File: config.mk
export PLATFORM = sky130hd
export DESIGN_NAME = tlic_ctrl
export DESIGN_NICKNAME = d
export VERILOG_FILES = /design/src/hw/tlic_pkg.sv /design/src/hw/tlic_pin_sync.sv /design/src/hw/tlic_ctrl.sv
export SDC_FILE = /design/constraint.sdc
export NUM_CORES = 1
export LEC_CHECK = 0
export BUFFER_PORTS_ARGS = -buffer_cell sky130_fd_sc_hd__buf_2
export CAP_MARGIN = 20
export CORE_ASPECT_RATIO = 1.5
export CORE_MARGIN = 5
export CORE_UTILIZATION = 35
export DETAILED_ROUTE_END_ITERATION = 10
export SKIP_CTS_REPAIR_TIMING = 1
export SLEW_MARGIN = 10
export SYNTH_ARGS = -nofsm -noshare
export SYNTH_HDL_FRONTEND = slang
export SYNTH_SLANG_ARGS = --single-unit
export TNS_END_PERCENT = 100
File: constraint.sdc
create_clock -name i_sys_clk -period 3.85 [get_ports i_sys_clk]
set_clock_uncertainty 0.15 [all_clocks]
set_input_delay 0.385 -clock i_sys_clk [delete_from_list [all_inputs] [get_ports i_sys_clk]]
set_output_delay 0.385 -clock i_sys_clk [all_outputs]
set_load 0.01 [all_outputs]
File: src/hw/tlic_pkg.sv
package tlic_pkg;

   localparam int NUM_SRC = 15;
   localparam int APB_ADDR_W = 8;

   // register byte offsets
   localparam logic [7:0] OFF_ENABLE_PRIMARY = 8'hA8;
   localparam logic [7:0] OFF_PRIORITY_PRIMARY = 8'hB8;
   localparam logic [7:0] OFF_ENABLE_TIMER2 = 8'hE8;
   localparam logic [7:0] OFF_PRIORITY_TIMER2 = 8'hF8;
   localparam logic [7:0] OFF_TRIGGER_MODE = 8'hC0;
   localparam logic [7:0] OFF_CAPTURE_EDGE = 8'hC4;
   localparam logic [7:0] OFF_STATUS = 8'hC8;

   // reset values
   localparam logic [7:0] RST_ENABLE_PRIMARY = 8'h00;
   localparam logic [7:0] RST_PRIORITY_PRIMARY = 8'h00;
   localparam logic [7:0] RST_ENABLE_TIMER2 = 8'h00;
   localparam logic [7:0] RST_PRIORITY_TIMER2 = 8'h00;
   localparam logic [7:0] RST_TRIGGER_MODE = 8'h00;
   localparam logic [7:0] RST_CAPTURE_EDGE = 8'h00;

   // field positions
   localparam int GLOBAL_GATE_BIT = 7;
   localparam int MODE_EXT0_EDGE_BIT = 0;
   localparam int MODE_EXT1_EDGE_BIT = 1;
   localparam int MODE_CAP_PIN_LSB = 2;
   localparam int CAPEDGE_RISE_LSB = 0;
   localparam int CAPEDGE_FALL_LSB = 4;
   localparam int STAT_SVC_LOW_BIT = 16;
   localparam int STAT_SVC_HIGH_BIT = 17;
   localparam int STAT_REQ_BIT = 18;

   // source indices in vector order
   localparam logic [3:0] SRC_EXT0 = 4'h0;
   localparam logic [3:0] SRC_EXT1 = 4'h2;
   localparam logic [3:0] SRC_CAP0 = 4'h6;
   localparam logic [14:0] CAPTURE_SRC_MASK = 15'h03C0;

   // equal-level service order, entry 0 (the last listed) wins
   localparam logic [14:0][3:0] SERVICE_ORDER = {
      4'hE, 4'h9, 4'h4, 4'hD, 4'h8, 4'h3, 4'hC, 4'h7,
      4'h2, 4'hB, 4'h6, 4'h1, 4'hA, 4'h5, 4'h0};

   localparam logic [15:0] VECTOR_BASE = 16'h0003;
   localparam int VECTOR_STEP_SHIFT = 3;

   // response timing
   localparam int CLK_PERIOD_NS = 10;
   localparam int RESP_MIN_NS = 2250;
   localparam int RESP_MAX_NS = 7500;
   localparam int RESP_MIN_CYC = (RESP_MIN_NS + CLK_PERIOD_NS - 1) / CLK_PERIOD_NS;
   localparam int RESP_MAX_CYC = RESP_MAX_NS / CLK_PERIOD_NS;
   localparam logic [7:0] RESP_MIN_LAST = 8'(RESP_MIN_CYC - 1);

   typedef enum logic [1:0] {
      TLIC_ST_IDLE = 2'b00,
      TLIC_ST_WAIT = 2'b01,
      TLIC_ST_OFFER = 2'b11
   } tlic_state_t;

endpackage : tlic_pkg

File: src/hw/tlic_pin_sync.sv
`timescale 1ns/1ps
`default_nettype none

module tlic_pin_sync #(
   parameter int W = 1
) (
   // clock and reset
   input wire logic i_clk,
   input wire logic i_rst_n,
   // asynchronous pins
   input wire logic [W-1:0] i_pin,
   // synchronised level and edge pulses
   output logic [W-1:0] o_level,
   output logic [W-1:0] o_rise,
   output logic [W-1:0] o_fall
);

   typedef struct packed {
      logic [W-1:0] meta;
      logic [W-1:0] stable;
      logic [W-1:0] prev;
   } tlic_sync_state_t;

   tlic_sync_state_t s_q;
   tlic_sync_state_t s_d;

   always_comb begin
      s_d = s_q;
      s_d.meta = i_pin;
      s_d.stable = s_q.meta;
      s_d.prev = s_q.stable;
   end

   // resets to zero; callers needing idle-high pins see one false edge at most after reset
   always_ff @(posedge i_clk or negedge i_rst_n) begin
      if (!i_rst_n) begin
         s_q <= '0;
      end else begin
         s_q <= s_d;
      end
   end

   assign o_level = s_q.stable;
   assign o_rise = s_q.stable & ~s_q.prev;
   assign o_fall = ~s_q.stable & s_q.prev;

endmodule : tlic_pin_sync

`default_nettype wire

File: src/hw/tlic_ctrl.sv
`timescale 1ns/1ps
`default_nettype none

// How it works
// - fifteen sources: pins, timers, capture, ADC, CAN, UART
// - two levels, nested service in-service tracking
// - CAN DMA transfer blocks all acceptance
// - capture pins usable as edge external requests
// - capture requests never end idle mode
// - second timer gives eight separate requests
// - each source has its own vector
// - primary enable bit 7 gates everything
// - external inputs level or transition triggered
// - external inputs active low, wired-OR capable
// - primary enable bits 6..0 per source
// - timer2 enable register bit layout
// - primary priority bits 6..0, bit 7 unused
// - one priority bit per source
// - request offered after minimum response latency
// - timer2 priority register bit layout
// - fixed order among equal-level requests
// - low preempted by high only; high never
// - vectors from 0003H stepping eight bytes
module tlic_ctrl (
   // clock and reset
   input wire logic i_sys_clk,
   input wire logic i_rst_n,
   // apb slave
   input wire logic i_psel,
   input wire logic i_penable,
   input wire logic i_pwrite,
   input wire logic [tlic_pkg::APB_ADDR_W-1:0] i_paddr,
   input wire logic [31:0] i_pwdata,
   input wire logic [3:0] i_pstrb,
   output logic o_pready,
   output logic [31:0] o_prdata,
   output logic o_pslverr,
   // external pins, asynchronous
   input wire logic [1:0] i_external_request_n,
   input wire logic [3:0] i_capture_pin,
   // on-chip peripheral requests, active high levels
   input wire logic i_timer0_irq,
   input wire logic i_timer1_irq,
   input wire logic i_uart_irq,
   input wire logic i_can_irq,
   input wire logic i_adc_irq,
   input wire logic [3:0] i_t2_capture_irq,
   input wire logic [2:0] i_t2_compare_irq,
   input wire logic i_t2_overflow_irq,
   // system state
   input wire logic i_can_dma_busy,
   input wire logic i_idle_mode,
   // cpu core
   input wire logic i_cpu_ack,
   input wire logic i_cpu_reti,
   output logic o_irq_req,
   output logic [15:0] o_irq_vector,
   output logic o_irq_high,
   output logic o_idle_wake
);
   import tlic_pkg::*;

   typedef struct packed {
      logic [7:0] en_pri;
      logic [6:0] pri_pri;
      logic [7:0] en_t2;
      logic [7:0] pri_t2;
      logic [7:0] mode;
      logic [7:0] capedge;
      logic [14:0] edge_flag;
      tlic_state_t fsm;
      logic [7:0] cnt;
      logic [3:0] sel;
      logic sel_high;
      logic svc_high;
      logic svc_low;
      logic pready;
      logic [31:0] prdata;
      logic pslverr;
      logic irq_req;
      logic [15:0] vector;
      logic wake;
   } tlic_ctrl_state_t;

   tlic_ctrl_state_t s_q;
   tlic_ctrl_state_t s_d;

   logic rst_sync_n;
   logic [5:0] pin_level;
   logic [5:0] pin_rise;
   logic [5:0] pin_fall;

   // reset release through two flops
   tlic_pin_sync #(.W(1)) u_rst_sync (
      .i_clk(i_sys_clk),
      .i_rst_n(i_rst_n),
      .i_pin(1'b1),
      .o_level(rst_sync_n),
      .o_rise(),
      .o_fall()
   );

   // bits 1:0 external request pins, 5:2 capture pins
   tlic_pin_sync #(.W(6)) u_pin_sync (
      .i_clk(i_sys_clk),
      .i_rst_n(rst_sync_n),
      .i_pin({i_capture_pin, i_external_request_n}),
      .o_level(pin_level),
      .o_rise(pin_rise),
      .o_fall(pin_fall)
   );

   // spread the two 8-bit registers onto vector order
   function automatic logic [14:0] map_bits(input logic [6:0] prim, input logic [7:0] t2);
      map_bits = {t2[7], t2[6:4], prim[6], t2[3:0], prim[5:0]};
   endfunction : map_bits

   // first requesting source in service order
   function automatic logic [4:0] pick(input logic [14:0] req);
      logic [4:0] res;
      res = 5'h00;
      for (int k = NUM_SRC - 1; k >= 0; k--) begin
         if (req[SERVICE_ORDER[k]]) begin
            res = {1'b1, SERVICE_ORDER[k]};
         end
      end
      pick = res;
   endfunction : pick

   function automatic logic [15:0] vector_of(input logic [3:0] idx);
      vector_of = VECTOR_BASE + ({12'h000, idx} << VECTOR_STEP_SHIFT);
   endfunction : vector_of

   function automatic logic [31:0] zext8(input logic [7:0] v);
      zext8 = {24'h000000, v};
   endfunction : zext8

   logic [14:0] req;
   logic [14:0] en_vec;
   logic [14:0] hi_vec;
   logic [14:0] cand;
   logic [4:0] win_hi;
   logic [4:0] win_lo;
   logic [4:0] win;
   logic gate;
   logic apb_access;
   logic apb_commit;
   logic [3:0] cap_edge_hit;
   logic [14:0] edge_set;

   always_comb begin
      s_d = s_q;

      // capture pin edges selected per pin and direction
      cap_edge_hit = (pin_rise[5:2] & s_q.capedge[CAPEDGE_RISE_LSB +: 4])
                   | (pin_fall[5:2] & s_q.capedge[CAPEDGE_FALL_LSB +: 4]);

      // latched edge events; timer2 is stopped during idle so capture pin edges are not seen, external pin edges still are
      edge_set = '0;
      for (int n = 0; n < 2; n++) begin
         if (s_q.mode[MODE_EXT0_EDGE_BIT + n] && pin_fall[n]) begin
            edge_set[2 * n] = 1'b1;
         end
      end
      for (int n = 0; n < 4; n++) begin
         if (s_q.mode[MODE_CAP_PIN_LSB + n] && cap_edge_hit[n] && !i_idle_mode) begin
            edge_set[int'(SRC_CAP0) + n] = 1'b1;
         end
      end
      // a fresh edge beats the ack clear below, so no request is lost
      s_d.edge_flag = s_q.edge_flag | edge_set;

      // request vector in vector order
      req[0] = s_q.mode[MODE_EXT0_EDGE_BIT] ? s_q.edge_flag[0] : ~pin_level[0];
      req[1] = i_timer0_irq;
      req[2] = s_q.mode[MODE_EXT1_EDGE_BIT] ? s_q.edge_flag[2] : ~pin_level[1];
      req[3] = i_timer1_irq;
      req[4] = i_uart_irq;
      req[5] = i_can_irq;
      for (int n = 0; n < 4; n++) begin
         req[6 + n] = s_q.mode[MODE_CAP_PIN_LSB + n] ? s_q.edge_flag[6 + n]
                                                     : i_t2_capture_irq[n];
      end
      req[10] = i_adc_irq;
      req[13:11] = i_t2_compare_irq;
      req[14] = i_t2_overflow_irq;

      en_vec = map_bits(s_q.en_pri[6:0], s_q.en_t2);
      hi_vec = map_bits(s_q.pri_pri, s_q.pri_t2);
      gate = s_q.en_pri[GLOBAL_GATE_BIT] && !i_can_dma_busy;

      // nesting: nothing beats a high routine, only high beats a low one
      cand = '0;
      if (gate && !s_q.svc_high) begin
         cand = req & en_vec & (s_q.svc_low ? hi_vec : 15'h7FFF);
      end
      win_hi = pick(cand & hi_vec);
      win_lo = pick(cand & ~hi_vec);
      win = win_hi[4] ? win_hi : win_lo;

      // capture-derived requests cannot end idle mode
      s_d.wake = i_idle_mode && gate && |(req & en_vec & ~CAPTURE_SRC_MASK);

      // return from a routine pops the innermost level
      if (i_cpu_reti) begin
         if (s_q.svc_high) begin
            s_d.svc_high = 1'b0;
         end else begin
            s_d.svc_low = 1'b0;
         end
      end

      case (s_q.fsm)
         TLIC_ST_IDLE: begin
            s_d.cnt = 8'h00;
            if (win[4]) begin
               s_d.fsm = TLIC_ST_WAIT;
            end
         end
         TLIC_ST_WAIT: begin
            // the winner is re-evaluated each cycle until it is offered
            if (!win[4]) begin
               s_d.fsm = TLIC_ST_IDLE;
            end else if (s_q.cnt == RESP_MIN_LAST) begin
               s_d.fsm = TLIC_ST_OFFER;
               s_d.irq_req = 1'b1;
               s_d.sel = win[3:0];
               s_d.sel_high = win_hi[4];
               s_d.vector = vector_of(win[3:0]);
            end else begin
               s_d.cnt = s_q.cnt + 8'h01;
            end
         end
         TLIC_ST_OFFER: begin
            if (i_cpu_ack) begin
               s_d.irq_req = 1'b0;
               s_d.fsm = TLIC_ST_IDLE;
               if (s_q.sel_high) begin
                  s_d.svc_high = 1'b1;
               end else begin
                  s_d.svc_low = 1'b1;
               end
               // an edge arriving in the same cycle as the ack keeps its flag
               for (int n = 0; n < NUM_SRC; n++) begin
                  if (4'(n) == s_q.sel && !edge_set[n]) begin
                     s_d.edge_flag[n] = 1'b0;
                  end
               end
            end else if (!cand[s_q.sel]) begin
               // withdrawn: gate dropped, DMA started or source disabled
               s_d.irq_req = 1'b0;
               s_d.fsm = TLIC_ST_IDLE;
            end
         end
         default: begin
            s_d.fsm = TLIC_ST_IDLE;
            s_d.irq_req = 1'b0;
         end
      endcase

      // apb: one wait state, answer registered so all outputs come from flops
      apb_access = i_psel && i_penable;
      apb_commit = apb_access && s_q.pready;
      s_d.pready = apb_access && !s_q.pready;
      if (apb_access && !s_q.pready) begin
         s_d.pslverr = 1'b0;
         s_d.prdata = 32'h00000000;
         case (i_paddr)
            OFF_ENABLE_PRIMARY: s_d.prdata = zext8(s_q.en_pri);
            OFF_PRIORITY_PRIMARY: s_d.prdata = zext8({1'b0, s_q.pri_pri});
            OFF_ENABLE_TIMER2: s_d.prdata = zext8(s_q.en_t2);
            OFF_PRIORITY_TIMER2: s_d.prdata = zext8(s_q.pri_t2);
            OFF_TRIGGER_MODE: s_d.prdata = zext8(s_q.mode);
            OFF_CAPTURE_EDGE: s_d.prdata = zext8(s_q.capedge);
            OFF_STATUS: begin
               s_d.prdata[14:0] = req;
               s_d.prdata[STAT_SVC_LOW_BIT] = s_q.svc_low;
               s_d.prdata[STAT_SVC_HIGH_BIT] = s_q.svc_high;
               s_d.prdata[STAT_REQ_BIT] = s_q.irq_req;
            end
            default: s_d.pslverr = 1'b1;
         endcase
         if (!i_pwrite) begin
            s_d.prdata = s_d.pslverr ? 32'h00000000 : s_d.prdata;
         end else begin
            s_d.prdata = 32'h00000000;
         end
      end else begin
         // error stands only beside pready, never into the release cycle
         s_d.pslverr = 1'b0;
      end

      // writes land on the edge where pready is sampled high
      if (apb_commit && i_pwrite && i_pstrb[0]) begin
         case (i_paddr)
            OFF_ENABLE_PRIMARY: s_d.en_pri = i_pwdata[7:0];
            OFF_PRIORITY_PRIMARY: s_d.pri_pri = i_pwdata[6:0];
            OFF_ENABLE_TIMER2: s_d.en_t2 = i_pwdata[7:0];
            OFF_PRIORITY_TIMER2: s_d.pri_t2 = i_pwdata[7:0];
            OFF_TRIGGER_MODE: s_d.mode = i_pwdata[7:0];
            OFF_CAPTURE_EDGE: s_d.capedge = i_pwdata[7:0];
            default: s_d.mode = s_d.mode;
         endcase
      end
   end

   always_ff @(posedge i_sys_clk or negedge rst_sync_n) begin
      if (!rst_sync_n) begin
         s_q.en_pri <= RST_ENABLE_PRIMARY;
         s_q.pri_pri <= RST_PRIORITY_PRIMARY[6:0];
         s_q.en_t2 <= RST_ENABLE_TIMER2;
         s_q.pri_t2 <= RST_PRIORITY_TIMER2;
         s_q.mode <= RST_TRIGGER_MODE;
         s_q.capedge <= RST_CAPTURE_EDGE;
         s_q.edge_flag <= '0;
         s_q.fsm <= TLIC_ST_IDLE;
         s_q.cnt <= 8'h00;
         s_q.sel <= 4'h0;
         s_q.sel_high <= 1'b0;
         s_q.svc_high <= 1'b0;
         s_q.svc_low <= 1'b0;
         s_q.pready <= 1'b0;
         s_q.prdata <= 32'h00000000;
         s_q.pslverr <= 1'b0;
         s_q.irq_req <= 1'b0;
         s_q.vector <= 16'h0000;
         s_q.wake <= 1'b0;
      end else begin
         s_q <= s_d;
      end
   end

   assign o_pready = s_q.pready;
   assign o_prdata = s_q.prdata;
   assign o_pslverr = s_q.pslverr;
   assign o_irq_req = s_q.irq_req;
   assign o_irq_vector = s_q.vector;
   assign o_irq_high = s_q.sel_high;
   assign o_idle_wake = s_q.wake;

endmodule : tlic_ctrl

`default_nettype wire

==> results.sh <==
export IMPL_synth_xor_area_share_pct=0
export IMPL_die_x_um=121
export IMPL_drt_iter0_drc=401
export IMPL_yosysTopAreaCell="dfrtp_1"
export IMPL_cp_arrival_ns=3.26
export IMPL_cts_sinks=113
export IMPL_synthMostInstantiatedCell="dfrtp_1"
export IMPL_synth_area_um2=6410
export IMPL_drt_total_wl_um=19700
export IMPL_setup_viol=0
export IMPL_wl_per_cell_um=21.0
export IMPL_detail_route_antenna_nets=0
export IMPL_synth_top_cell_area_share_pct=44.1
export IMPL_final_net_count=780
export IMPL_drc=0
export IMPL_rows=60
export IMPL_grt_ovfl_total=0
export IMPL_drt_first_pass_iters=7
export IMPL_dp_hpwl_um=15400
export IMPL_synth_edff_count=0
export IMPL_crit_chain="or4b_1 > buf_4 > nor4_1 > buf_4 > and2b_4 > o2111ai_2 > nor3_2 > or3_1 > mux2_4"
export IMPL_rsz0062_at_grt="no"
export IMPL_fill_cells=1814
export IMPL_start_kind="flip-flop"
export IMPL_fin_cells=936
export IMPL_area_delta_synth_final_pct=16.5
export IMPL_die_h_um=176
export IMPL_synth_cell_type_count=72
export IMPL_timing_final_crit_period_ns=3.11
export IMPL_core_um2=18000
export IMPL_yosys_area_share_simple_pct=17.8
export IMPL_ir_drop_v=0.000367
export IMPL_dieArea_um2=21200
export IMPL_status="completed"
export IMPL_hp_class="primary input to flip-flop"
export IMPL_yosys_top_cells_count="dfrtp_1, nand2_1, buf_4"
export IMPL_crit_slowest_cell="or3_1"
export IMPL_grt_max_degree=58
export IMPL_hold_viol_final=0
export IMPL_ys_ff_latch=113
export IMPL_crit_top_cell="buf_4"
export IMPL_leakagePower_nw=3.39
export IMPL_multi_input_area_um2=3140
export IMPL_drv_slew=0
export IMPL_place_gp_congestion=0.971
export IMPL_tightest_slew_ns=0.987
export IMPL_cts_tree="done"
export IMPL_synth_mux_area_share_pct=13.9
export IMPL_synth_flop_cell="dfrtp_1"
export IMPL_seq_area_frac_synth_pct=44.1
export IMPL_vias_per_cell=5.61
export IMPL_grt_pass1_wl_um=30700
export IMPL_dp_cells=897
export IMPL_h_tree_depth=4
export IMPL_endpoint_kind="flip-flop"
export IMPL_relSlewSlack_pct=34.2
export IMPL_cp_max_fo=14
export IMPL_initial_core_util_pct=35.6
export IMPL_totalNegativeSetupSlack_ns=0
export IMPL_worstPathRequired_ns=4.00
export IMPL_clockBufferDepth=2
export IMPL_cts_root_buf="clkbuf_16"
export IMPL_async_flop_share_pct=100
export IMPL_cap_viol_max_count=0
export IMPL_yosysWarnings=0
export IMPL_syn_inst=638
export IMPL_crit_type="flip-flop to flip-flop"
export IMPL_layout_drive_gt1_share_pct=26.7
export IMPL_fmax_mhz=322
export IMPL_regArea_um2=2830
export IMPL_max_stage_delay_ns=0.54
export IMPL_synth_compound_area_share_pct=15.5
export IMPL_powerDensity_nw_per_um2=383
export IMPL_synth_top_family_by_area="simple AND/OR/NAND/NOR gates"
export IMPL_vias=5254
export IMPL_port_buffers=73
export IMPL_cts_buffers=17
export IMPL_avgSynthCellArea_um2=10.1
export IMPL_antenna_found_initial=2
export IMPL_synth_area_leaders="dfrtp_1, mux2_2, buf_4, nand2_1, mux2i_1"
export IMPL_synthAdderAreaFrac_pct=0.390
export IMPL_clk_latency_ns=0.41
export IMPL_grt_total_usage_pct=19.1
export IMPL_first_global_vias=5383
export IMPL_io_pins=125
export IMPL_cts_clk_slew_worst_paths_ns=0.05
export IMPL_post_route_period_util_pct=80.8
==> critical path: cells and delay by family (launching register included) <==
| family | cells | cell delay (ns) |
|---|---|---|
| compound gates | 1 | 0.11 |
| buf+inv | 2 | 0.40 |
| flops | 1 | 0.47 |
| mux | 1 | 0.35 |
| simple gates | 5 | 1.50 |
==> path summary, 6_finish.rpt <==
check / startpoint / endpoint / slack (ns) / cells past startpoint
setup / recovery: s_q[130]$_DFFE_PN0P_ / s_q[56]$_DFFE_PN0P_ / 0.74 / 9
hold / removal: i_can_dma_busy / o_idle_wake$_DFF_PN0_ / 0.08 / 2
setup reg to reg: s_q[130]$_DFFE_PN0P_ / s_q[56]$_DFFE_PN0P_ / 0.74 / 9
hold reg to reg: u_pin_sync.s_d[11]$_DFF_PN0_ / u_pin_sync.o_level[5]$_DFF_PN0_ / 0.19 / 0
max in group asynchronous: u_rst_sync.o_level$_DFF_PN0_ / s_q[65]$_DFFE_PN0P_ / 2.32 / 1
min in group asynchronous: i_rst_n / u_rst_sync.s_d[1]$_DFF_PN0_ / 0.13 / 2
==> kinds of logic (layout without fill, tap and decap cells) <==
family	after synthesis	after routing
other	2	26
muxes	73	73
buffers and inverters	91	148
AOI/OAI and AO/OA	141	141
and+or+nand+nor	216	216
DFF	113	113
adders and majority gates	2	2
==> area by class of cell <==
cell class              instances  area share (%)
multi-input cells             457            42.0
flip-flops and latches        113            37.9
repair buffers                 99            7.73
clock buffers                  21            6.29
well taps                     217            3.63
clock inverters                10            1.47
inverters                      18           0.904
diodes                          1          0.0335
==> flip-flops by register name, summed over array words and instances, names as in the netlist <==
signal              flops
o_irq_vector            2
hi_vec                 15
s_q                    38
u_rst_sync.o_level      1
o_prdata               18
u_pin_sync.o_level      6
o_idle_wake             1
u_pin_sync.s_d          6
o_pslverr               1
o_irq_req               1
o_irq_high              1
o_pready                1
u_rst_sync.s_d          1
u_pin_sync.s_q          6
en_vec                 15
==> per-layer routing <==
metal  vias up  part of all wire, %  routed length, um  GRT usage [%]
li1       2440                    -                  -              -
met1      2558                   38               7530           21.9
met2       191                   52              10200           32.9
met3        63                  4.2                827           3.54
met4         2                  5.9               1150           11.3
met5         -                0.036                  7              0
==> where the power goes <==
part | switching, W | total [W] | internal, W | leakage (nW)
Combinational | 0.0000775 | 0.000116 | 0.0000389 | 1.60
Sequential | 0.0000177 | 0.00122 | 0.00120 | 1.50
Clock | 0.000535 | 0.00153 | 0.000994 | 0.288
==> cell usage in the layout, fill, tap and decap left out, types with 5 or more instances in the layout <==
cell           count
conb_1            25
nand2_1           59
nand3_1           27
dlygate4sd3_1      7
a211oi_1           5
a22o_1            18
o21ai_0           31
dfrtp_1          112
o31ai_1            5
nand4_1            8
nand2b_1          13
mux4_2             7
nor4_1             5
nor2_1            30
clkbuf_16         17
buf_2             73
or2_2              5
or4_1              6
clkinv_2           5
o22ai_1            5
or3_1              8
inv_1             18
nor3_1            21
nand3b_1           5
mux2_2            47
a21oi_1           25
buf_4             19
mux2i_1           16
o211ai_1           9
==> through the flow <==
step                      utilization (%)  hold slack [ns]  power, W  instance area [um2]  setup slack (ns)
after floorplan                         -          -0.0606   0.00131                 6500             0.319
after global placement               37.9           0.0246   0.00135                 6820             0.726
after detailed placement             37.9           0.0239   0.00135                 6820             0.696
after CTS                            41.1           -0.409   0.00289                 7400             0.711
after global routing                 41.5           0.0945   0.00296                 7470             0.586
final                                41.5           0.0803   0.00287                 7470             0.741
No activity file was read; power rests on OpenSTA's default activity.
